<file path="src/rtl/fmdc_pkg.sv">
package fmdc_pkg;
  localparam logic [7:0] CMD_SET_FIELD_MARGIN = 8'h0e;
  localparam logic [7:0] CMD_DF_ERASE_VERIFY = 8'h10;
  localparam logic [7:0] CMD_DF_PROGRAM = 8'h11;
  localparam logic [2:0] IDX_CODE = 3'h0;
  localparam logic [2:0] IDX_ADDR = 3'h1;
  localparam logic [2:0] IDX_WORD0 = 3'h2;
  localparam logic [2:0] IDX_COUNT = 3'h2;
  localparam logic [2:0] IDX_WORD3 = 3'h5;
  localparam logic [2:0] IDX_MARGIN = 3'h1;
  localparam logic [15:0] MARGIN_NORMAL = 16'h0000;
  localparam logic [15:0] MARGIN_USER1 = 16'h0001;
  localparam logic [15:0] MARGIN_USER0 = 16'h0002;
  localparam logic [15:0] MARGIN_FIELD1 = 16'h0003;
  localparam logic [15:0] MARGIN_FIELD0 = 16'h0004;
  // block select codes, data-flash geometry, erased word, bias and availability bit indices
  localparam logic [6:0] DF_BLOCK_ID = 7'h10;
  localparam logic [6:0] PF_BLOCK_ID = 7'h7f;
  localparam logic [15:0] DF_LAST_ADDR = 16'h0fff;
  localparam int PROT_LSB = 9;
  localparam int PROT_W = 3;
  localparam logic [15:0] ERASED_WORD = 16'hffff;
  localparam int BIAS_PF = 0;
  localparam int BIAS_DF = 1;
  localparam int AVAIL_MARGIN = 0;
  localparam int AVAIL_EVERIFY = 1;
  localparam int AVAIL_PROGRAM = 2;

  typedef logic [5:0][15:0] fmdc_params_t;
  typedef enum logic [2:0] {
    FMDC_LVL_NORMAL, FMDC_LVL_USER1, FMDC_LVL_USER0, FMDC_LVL_FIELD1, FMDC_LVL_FIELD0
  } fmdc_level_e;
  typedef enum logic [2:0] {FMDC_IDLE, FMDC_DECODE, FMDC_ISSUE, FMDC_WAIT, FMDC_DONE} fmdc_state_e;
  typedef struct packed {
    logic req;
    logic write;
    logic [15:0] addr;
    logic [15:0] wdata;
  } fmdc_mem_req_s;
  typedef struct packed {
    logic ack;
    logic [15:0] rdata;
    logic err;
    logic fatal;
  } fmdc_mem_rsp_s;
  typedef struct packed {
    logic cmd_complete_flag;
    logic access_error_flag;
    logic protect_violation_flag;
    logic verify_error_flag;
    logic verify_fatal_flag;
  } fmdc_flags_s;
  typedef struct packed {
    fmdc_state_e st;
    logic [7:0] cmd;
    logic [15:0] addr;
    logic [15:0] left;
    logic [1:0] widx;
    logic [2:0] nw;
    logic vfy;
    fmdc_mem_req_s mem;
    fmdc_flags_s flags;
    fmdc_level_e pf_lvl;
    fmdc_level_e df_lvl;
    logic [1:0] bias_erased;
    logic [1:0] bias_prog;
  } fmdc_regs_s;
endpackage : fmdc_pkg

</file>
<file path="src/rtl/fmdc_seq.sv">
`timescale 1ns/1ns
module fmdc_seq (
  input wire logic CLK, // 50 MHz module clock
  input wire logic RST, // synchronous reset, active high
  input wire logic LAUNCH, // pulse: software clears the complete flag
  input wire logic CLEAR_ERRORS, // pulse: clears access and protect flags
  input wire logic [2:0] PARAM_INDEX, // cmd_param_index
  input wire fmdc_pkg::fmdc_params_t PARAM_ARRAY, // cmd_param_array words 0..5
  input wire logic SPECIAL_MODE, // chip is in a special mode
  input wire logic [2:0] CMD_AVAIL, // availability: margin, erase verify, program
  input wire logic [7:0] DF_PROTECT, // one bit per protected data-flash region
  input wire fmdc_pkg::fmdc_mem_rsp_s MEM_RSP, // array answer
  output fmdc_pkg::fmdc_mem_req_s MEM_REQ, // array request
  output fmdc_pkg::fmdc_flags_s FLAGS, // flash_status_reg bits
  output fmdc_pkg::fmdc_level_e PF_LEVEL, // program-flash read margin
  output fmdc_pkg::fmdc_level_e DF_LEVEL, // data-flash read margin
  output logic [1:0] BIAS_ERASED, // per block: reads biased toward erased
  output logic [1:0] BIAS_PROG // per block: reads biased toward programmed
);
  import fmdc_pkg::*;

  fmdc_regs_s r;
  fmdc_regs_s next_r;

  function automatic logic fmdc_fits(input logic [15:0] a, input logic [15:0] n);
    logic [17:0] e;
    e = {2'b00, a} + {1'b0, n, 1'b0};
    return (a <= DF_LAST_ADDR) && (e <= ({2'b00, DF_LAST_ADDR} + 18'h1));
  endfunction : fmdc_fits

  // a group of at most four words spans at most two regions
  function automatic logic fmdc_prot(input logic [7:0] map, input logic [15:0] a,
                                     input logic [2:0] n);
    logic [15:0] l;
    l = a + {12'h000, n - 3'h1, 1'b0};
    return map[a[PROT_LSB +: PROT_W]] | map[l[PROT_LSB +: PROT_W]];
  endfunction : fmdc_prot

  function automatic fmdc_level_e fmdc_to_level(input logic [15:0] s);
    case (s)
      MARGIN_USER1: return FMDC_LVL_USER1;
      MARGIN_USER0: return FMDC_LVL_USER0;
      MARGIN_FIELD1: return FMDC_LVL_FIELD1;
      MARGIN_FIELD0: return FMDC_LVL_FIELD0;
      default: return FMDC_LVL_NORMAL;
    endcase
  endfunction : fmdc_to_level

  // parameters are read live in decode and during execution
  logic [7:0] code;
  logic [6:0] blk;
  logic [15:0] gaddr;
  logic [15:0] setting;
  logic [2:0] nw;
  logic dec_margin;
  logic dec_ev;
  logic dec_pgm;
  logic margin_err;
  logic ev_err;
  logic pgm_err;
  logic pgm_prot;
  logic rd_ok;

  assign code = PARAM_ARRAY[IDX_CODE][15:8];
  assign blk = PARAM_ARRAY[IDX_CODE][6:0];
  assign gaddr = PARAM_ARRAY[IDX_ADDR];
  assign setting = PARAM_ARRAY[IDX_MARGIN];
  assign nw = PARAM_INDEX - 3'h1;
  assign dec_margin = (r.st == FMDC_DECODE) && (code == CMD_SET_FIELD_MARGIN);
  assign dec_ev = (r.st == FMDC_DECODE) && (code == CMD_DF_ERASE_VERIFY);
  assign dec_pgm = (r.st == FMDC_DECODE) && (code == CMD_DF_PROGRAM);
  assign margin_err = (PARAM_INDEX != IDX_MARGIN) || !CMD_AVAIL[AVAIL_MARGIN]
                      || !SPECIAL_MODE || ((blk != DF_BLOCK_ID) && (blk != PF_BLOCK_ID))
                      || (setting > MARGIN_FIELD0);
  assign ev_err = (PARAM_INDEX != IDX_COUNT) || !CMD_AVAIL[AVAIL_EVERIFY]
                  || (blk != DF_BLOCK_ID) || gaddr[0]
                  || !fmdc_fits(gaddr, PARAM_ARRAY[IDX_COUNT]);
  assign pgm_err = (PARAM_INDEX < IDX_WORD0) || (PARAM_INDEX > IDX_WORD3)
                   || !CMD_AVAIL[AVAIL_PROGRAM] || (blk != DF_BLOCK_ID) || gaddr[0]
                   || !fmdc_fits(gaddr, {13'h0000, nw});
  assign pgm_prot = fmdc_prot(DF_PROTECT, gaddr, nw);
  assign rd_ok = r.vfy ? (MEM_RSP.rdata == PARAM_ARRAY[3'(IDX_WORD0 + {1'b0, r.widx})])
                       : (MEM_RSP.rdata == ERASED_WORD);

  always_comb begin
    next_r = r;
    if (CLEAR_ERRORS) begin
      next_r.flags.access_error_flag = 1'b0;
      next_r.flags.protect_violation_flag = 1'b0;
    end
    case (r.st)
      FMDC_IDLE: begin
        // a launch while busy is ignored; the complete flag is already low
        if (LAUNCH && r.flags.cmd_complete_flag) begin
          next_r.flags.cmd_complete_flag = 1'b0;
          next_r.flags.verify_error_flag = 1'b0;
          next_r.flags.verify_fatal_flag = 1'b0;
          next_r.st = FMDC_DECODE;
        end
      end
      FMDC_DECODE: begin
        next_r.cmd = code;
        next_r.addr = gaddr;
        next_r.widx = 2'b00;
        next_r.vfy = 1'b0;
        next_r.st = FMDC_DONE;
        if (dec_margin) begin
          if (margin_err) begin
            next_r.flags.access_error_flag = 1'b1;
          end else if (blk == DF_BLOCK_ID) begin
            next_r.df_lvl = fmdc_to_level(setting);
            next_r.bias_erased[BIAS_DF] = (setting == MARGIN_USER1)
                                          || (setting == MARGIN_FIELD1);
            next_r.bias_prog[BIAS_DF] = (setting == MARGIN_USER0)
                                        || (setting == MARGIN_FIELD0);
          end else begin
            next_r.pf_lvl = fmdc_to_level(setting);
            next_r.bias_erased[BIAS_PF] = (setting == MARGIN_USER1)
                                          || (setting == MARGIN_FIELD1);
            next_r.bias_prog[BIAS_PF] = (setting == MARGIN_USER0)
                                        || (setting == MARGIN_FIELD0);
          end
        end else if (dec_ev) begin
          if (ev_err) begin
            next_r.flags.access_error_flag = 1'b1;
          end else if (PARAM_ARRAY[IDX_COUNT] != 16'h0000) begin
            next_r.left = PARAM_ARRAY[IDX_COUNT];
            next_r.vfy = 1'b0;
            next_r.st = FMDC_ISSUE;
          end
        end else if (dec_pgm) begin
          if (pgm_err) begin
            next_r.flags.access_error_flag = 1'b1;
          end else if (pgm_prot) begin
            next_r.flags.protect_violation_flag = 1'b1;
          end else begin
            next_r.nw = nw;
            next_r.left = {13'h0000, nw};
            next_r.st = FMDC_ISSUE;
          end
        end else begin
          // codes outside this block are refused here
          next_r.flags.access_error_flag = 1'b1;
        end
      end
      FMDC_ISSUE: begin
        next_r.mem.req = 1'b1;
        next_r.mem.write = (r.cmd == CMD_DF_PROGRAM) && !r.vfy;
        next_r.mem.addr = r.addr;
        next_r.mem.wdata = PARAM_ARRAY[3'(IDX_WORD0 + {1'b0, r.widx})];
        next_r.st = FMDC_WAIT;
      end
      FMDC_WAIT: begin
        if (MEM_RSP.ack) begin
          next_r.mem.req = 1'b0;
          next_r.mem.write = 1'b0;
          if (!r.mem.write) begin
            if (MEM_RSP.err || !rd_ok) begin
              next_r.flags.verify_error_flag = 1'b1;
            end
            if (MEM_RSP.fatal) begin
              next_r.flags.verify_fatal_flag = 1'b1;
            end
          end
          next_r.addr = r.addr + 16'h0002;
          next_r.widx = r.widx + 2'b01;
          next_r.left = r.left - 16'h0001;
          next_r.st = FMDC_ISSUE;
          if (r.left == 16'h0001) begin
            if ((r.cmd == CMD_DF_PROGRAM) && !r.vfy) begin
              // second pass reads back what was just written
              next_r.vfy = 1'b1;
              next_r.addr = gaddr;
              next_r.widx = 2'b00;
              next_r.left = {13'h0000, r.nw};
            end else begin
              next_r.st = FMDC_DONE;
            end
          end
        end
      end
      FMDC_DONE: begin
        next_r.flags.cmd_complete_flag = 1'b1;
        next_r.st = FMDC_IDLE;
      end
      default: begin
        next_r.st = FMDC_IDLE;
      end
    endcase
  end

  always_ff @(posedge CLK) begin
    if (RST) begin
      r <= '0;
      r.flags.cmd_complete_flag <= 1'b1;
      r.st <= FMDC_IDLE;
      r.pf_lvl <= FMDC_LVL_NORMAL;
      r.df_lvl <= FMDC_LVL_NORMAL;
    end else begin
      r <= next_r;
    end
  end

  assign MEM_REQ = r.mem;
  assign FLAGS = r.flags;
  assign PF_LEVEL = r.pf_lvl;
  assign DF_LEVEL = r.df_lvl;
  assign BIAS_ERASED = r.bias_erased;
  assign BIAS_PROG = r.bias_prog;
endmodule : fmdc_seq

</file>
<file path="config.mk">
export PLATFORM = sky130hd
export DESIGN_NAME = fmdc_seq
export DESIGN_NICKNAME = d
export VERILOG_FILES = /design/src/rtl/fmdc_pkg.sv /design/src/rtl/fmdc_seq.sv
export SDC_FILE = /design/constraint.sdc
export NUM_CORES = 1
export LEC_CHECK = 0
export ABC_AREA = 1
export BUFFER_PORTS_ARGS = -buffer_cell sky130_fd_sc_hd__clkbuf_2
export CAP_MARGIN = 10
export CORE_MARGIN = 4
export CORE_UTILIZATION = 50
export CTS_CLUSTER_DIAMETER = 30
export DETAILED_ROUTE_END_ITERATION = 10
export GPL_ROUTABILITY_DRIVEN = 0
export PLACE_DENSITY = 0.73
export SLEW_MARGIN = 25
export SYNTH_ARGS = -nofsm -noshare
export SYNTH_HDL_FRONTEND = slang
export SYNTH_SLANG_ARGS = --single-unit
export TNS_END_PERCENT = 20
</file>
<file path="constraint.sdc">
create_clock -name CLK -period 3.5 [get_ports CLK]
set_input_delay 0.175 -clock CLK [delete_from_list [all_inputs] [get_ports CLK]]
set_output_delay 0.175 -clock CLK [all_outputs]
set_load 0.02 [all_outputs]
</file>
==> reports/qor.yml <==
global_route:
  grt_pass1_wl_um: 37200
  grt_remaining_overflow: 0
  grt_max_degree: 46
  grt_antenna_before_repair: 0
  grt_use_total_pct: 25.8
  grt_pass1_vias: 7557
power:
  p_leak_nw: 4.31
  power.density_mw_per_mm2: 382
  p_int_mw: 2.12
  switching_power_mw: 1.17
  p_comb_share_pct: 31.3
  pwr-share-seq_pct: 38.7
  swShare_pct: 35.6
  clockPowerShare_pct: 30.0
  peakVddDrop_uv: 235
die:
  io_pins: 183
  die_h_um: 131
  num_rows: 44
  die_w_um: 131
  die-area_sq_mm: 0.0173
  initial_core_util_pct: 51.8
  coreArea_sq_mm: 0.0147
worst_setup_path:
  startpoint_type: "input port"
  path_max_fanout: 9
  crit_type: "in2reg"
  cpPeakStageDelay_ps: 290
  end_kind: "flop"
  rr_worst_depth: 10
  worstPathArrival_ps: 3140
  reg2reg_to: "r[80]"
  crit_required_ps: 3740
  path_cells: "clkbuf_2 -> inv_1 -> ha_1 -> xnor2_1 -> xor2_1 -> inv_1 -> ha_1 -> nand2_1 -> inv_1 -> nand2_1 -> nand2_1 -> nand3_1 -> nand2_2 -> clkinv_2 -> nand3_1 -> nand2_1 -> nand2_1 -> inv_1 -> nor2_1 -> nand2_1 -> nand2_2 -> nand3_1 -> o21ai_0 -> nor2_1"
  reg2reg_slack_ps: 850
  rr_startpoint: "r[96]"
  crit_top_cell: "nand2_1"
  slowest_stage: "ha_1"
clocking:
  htreeDepth: 3
  cts.reportedPaths.clkPinSlew_ps: 70
  cts_root_buf: "clkbuf_16"
  clock-sinks: 98
  insertion_delay_ps: 350
  clockBufferDepth: 2
  cts_resized: 0
  post_cts_buffers: 0
  cts_made_buffers: 9
  cts_tree: "yes"
  ctsHoldBuffers: 0
routing:
  avgRoutedWirePerCell_um: 15.2
  vias: 8087
  drt_first_pass_iters: 5
  viasPerCell: 5.36
  drc: 0
  drtAntennaViolNets: 0
  drt_iter0_markers: 609
  routed_wl_um: 22900
yosys:
  ys.flop_type: "dfxtp_1"
  yosys.area.top_type: "dfxtp_1"
  syn-instance-count: 1204
  ys_warn_count: 0
  yosys_register_bits: 98
  synthTopCellsByArea: "dfxtp_1, nand2_1, nor2_1, inv_1, o21ai_0"
  yosysTopAreaCellShare_pct: 25.8
  synthArstFlopShare_pct: 0
  syn_area_sq_mm: 0.00761
  synth_seq_area_share_pct: 25.8
  synth-edff-count: 0
  syn_avg_cell_area_sq_um: 6.32
  yosysUniqueCellTypes: 49
  synth_nets: 1369
layout:
  n_fill_cell: 1472
  antenna_cells: 0
  final_layout_size_suffix_gt1_share_pct: 17.8
  area_growth_pct: 13.3
  finalInstanceArea_sq_mm: 0.00862
  fin_nets: 1486
  fin_cells: 1510
worst_hold_path:
  min_from: "PARAM_ARRAY[15]"
  hold_depth: 3
  hold_end: "r[94]"
  hp-class: "in2reg"
sta:
  maxSlewViolCount: 0
  finalCritPeriodShare_pct: 83.1
  tns_ps: 0
  finalHoldViolations: 0
  fmax_mhz: 344
  skew_ps: 7.93
  setup_viol_count_final: 0
  tightestPinTransition_ps: 912
  max-slew-margin-rel_pct: 39.0
  final.min_clock_period_ps: 2910
  rsz0062_at_grt: "no"
place:
  place_area_sq_mm: 0.00833
  dpl.hpwl_um: 18000
  placed_cells_incl_taps: 1494
  portBuffers: 181
status:
  status: "complete, no violations"
flow_run:
  cap_violations: 0
cells by family after synthesis:
logic type / count (synthesis) / synth area share (%)
adder cells (fa/ha/maj): 31 / 5.29
AND/OR/NAND/NOR: 558 / 31.9
flip-flops: 98 / 25.8
buffers and inverters: 236 / 14.4
AO/OA/AOI/OAI: 242 / 18.2
XOR/XNOR: 39 / 4.49
metal layers:
layer  global-route usage (%)  up-vias  share of wire (%)
met5                        0        -                  0
met1                     32.9     3624                 44
li1                         -     4157                  -
met3                     5.08       47                6.4
met4                     9.04        0                3.3
met2                     43.8      259                 46
layout by cell type, fill, tap and decap left out, types with 3 or more instances in the layout:
| cell | count |
|---|---|
| nand2_1 | 261 |
| nand4_1 | 18 |
| o21ai_0 | 99 |
| a22oi_1 | 5 |
| nor2_4 | 3 |
| nor3_4 | 3 |
| nor3_2 | 3 |
| o211ai_1 | 5 |
| nor3_1 | 18 |
| nor2_1 | 149 |
| a32o_1 | 9 |
| inv_1 | 140 |
| ha_1 | 29 |
| xor2_1 | 25 |
| buf_4 | 12 |
| nand2_2 | 8 |
| and2_1 | 3 |
| nand3_1 | 68 |
| a21oi_1 | 89 |
| nand3b_1 | 6 |
| a211oi_1 | 7 |
| dfxtp_1 | 98 |
| clkbuf_2 | 181 |
| o21bai_1 | 3 |
| inv_2 | 5 |
| o221ai_1 | 7 |
| xnor2_1 | 14 |
| clkbuf_16 | 9 |
| nor4_1 | 11 |
| o22ai_1 | 5 |
synthesized netlist by cell type, drive strengths merged (5+ instances only):
| cell type | number |
|---|---|
| nor3 | 24 |
| buf | 58 |
| nand3 | 69 |
| inv | 144 |
| xnor2 | 14 |
| nand3b | 7 |
| a211oi | 7 |
| o22ai | 5 |
| nand4 | 18 |
| o21ai | 100 |
| o221ai | 7 |
| a22oi | 5 |
| clkbuf | 30 |
| xor2 | 25 |
| a32o | 9 |
| a21oi | 89 |
| ha | 29 |
| nor4 | 11 |
| nor2 | 152 |
| dfxtp | 98 |
| nand2 | 269 |
| o211ai | 5 |
final cells by class:
| type | count | area (sq um) | share of cell area (%) |
|---|---|---|---|
| Clock buffer | 11 | 253 | 2.93 |
| Sequential cell | 98 | 1960 | 22.7 |
| Tap cell | 184 | 230 | 2.67 |
| Inverter | 148 | 557 | 6.46 |
| Timing Repair Buffer | 194 | 1020 | 11.8 |
| Multi-Input combinational cell | 870 | 4560 | 52.9 |
| Clock inverter | 5 | 42.5 | 0.493 |
worst max-delay path, delay by kind of cell:
kind | cells | cell delay, ps
AO/OA/AOI/OAI | 1 | 280
buffers and inverters | 6 | 410
XOR/XNOR | 2 | 470
adder cells (fa/ha/maj) | 2 | 510
AND/OR/NAND/NOR | 13 | 1300
metrics by stage:
stage | power [mW] | worst slack, ps | utilization [%] | hold WS (ps)
after floorplan | 2.02 | 783 | - | 274
after global placement | 2.30 | 341 | 56.7 | 444
after detailed placement | 2.32 | 282 | 56.7 | 448
after CTS | 3.30 | 638 | 58.7 | 90.6
after global routing | 3.50 | 230 | 58.7 | 114
final | 3.30 | 592 | 58.7 | 93.9
flip-flops by register name, summed over array words and instances, names as in the netlist:
register     cells
BIAS_ERASED      2
PF_LEVEL         3
MEM_REQ         34
FLAGS            5
BIAS_PROG        2
DF_LEVEL         3
r               49
power by group through the flow:
stage	Clock, mW	Combinational (mW)	Sequential [mW]
finish	0.988	1.03	1.28
global route	1.04	1.17	1.29
global placement	0	1.01	1.30
detailed placement	0	1.02	1.30
CTS	0.999	1.02	1.27
floorplan	0	0.739	1.28
how the worst max path moves through the flow:
stage,cells past startpoint,endpoint,from
after floorplan,22,r[65],PARAM_INDEX[0]
after global placement,24,r[62],PARAM_INDEX[0]
after detailed placement,24,r[69],PARAM_INDEX[0]
after CTS,24,r[58],PARAM_INDEX[0]
after global routing,24,r[61],PARAM_INDEX[1]
final,24,r[58],PARAM_INDEX[0]
Power figures use the tool's default switching activity.
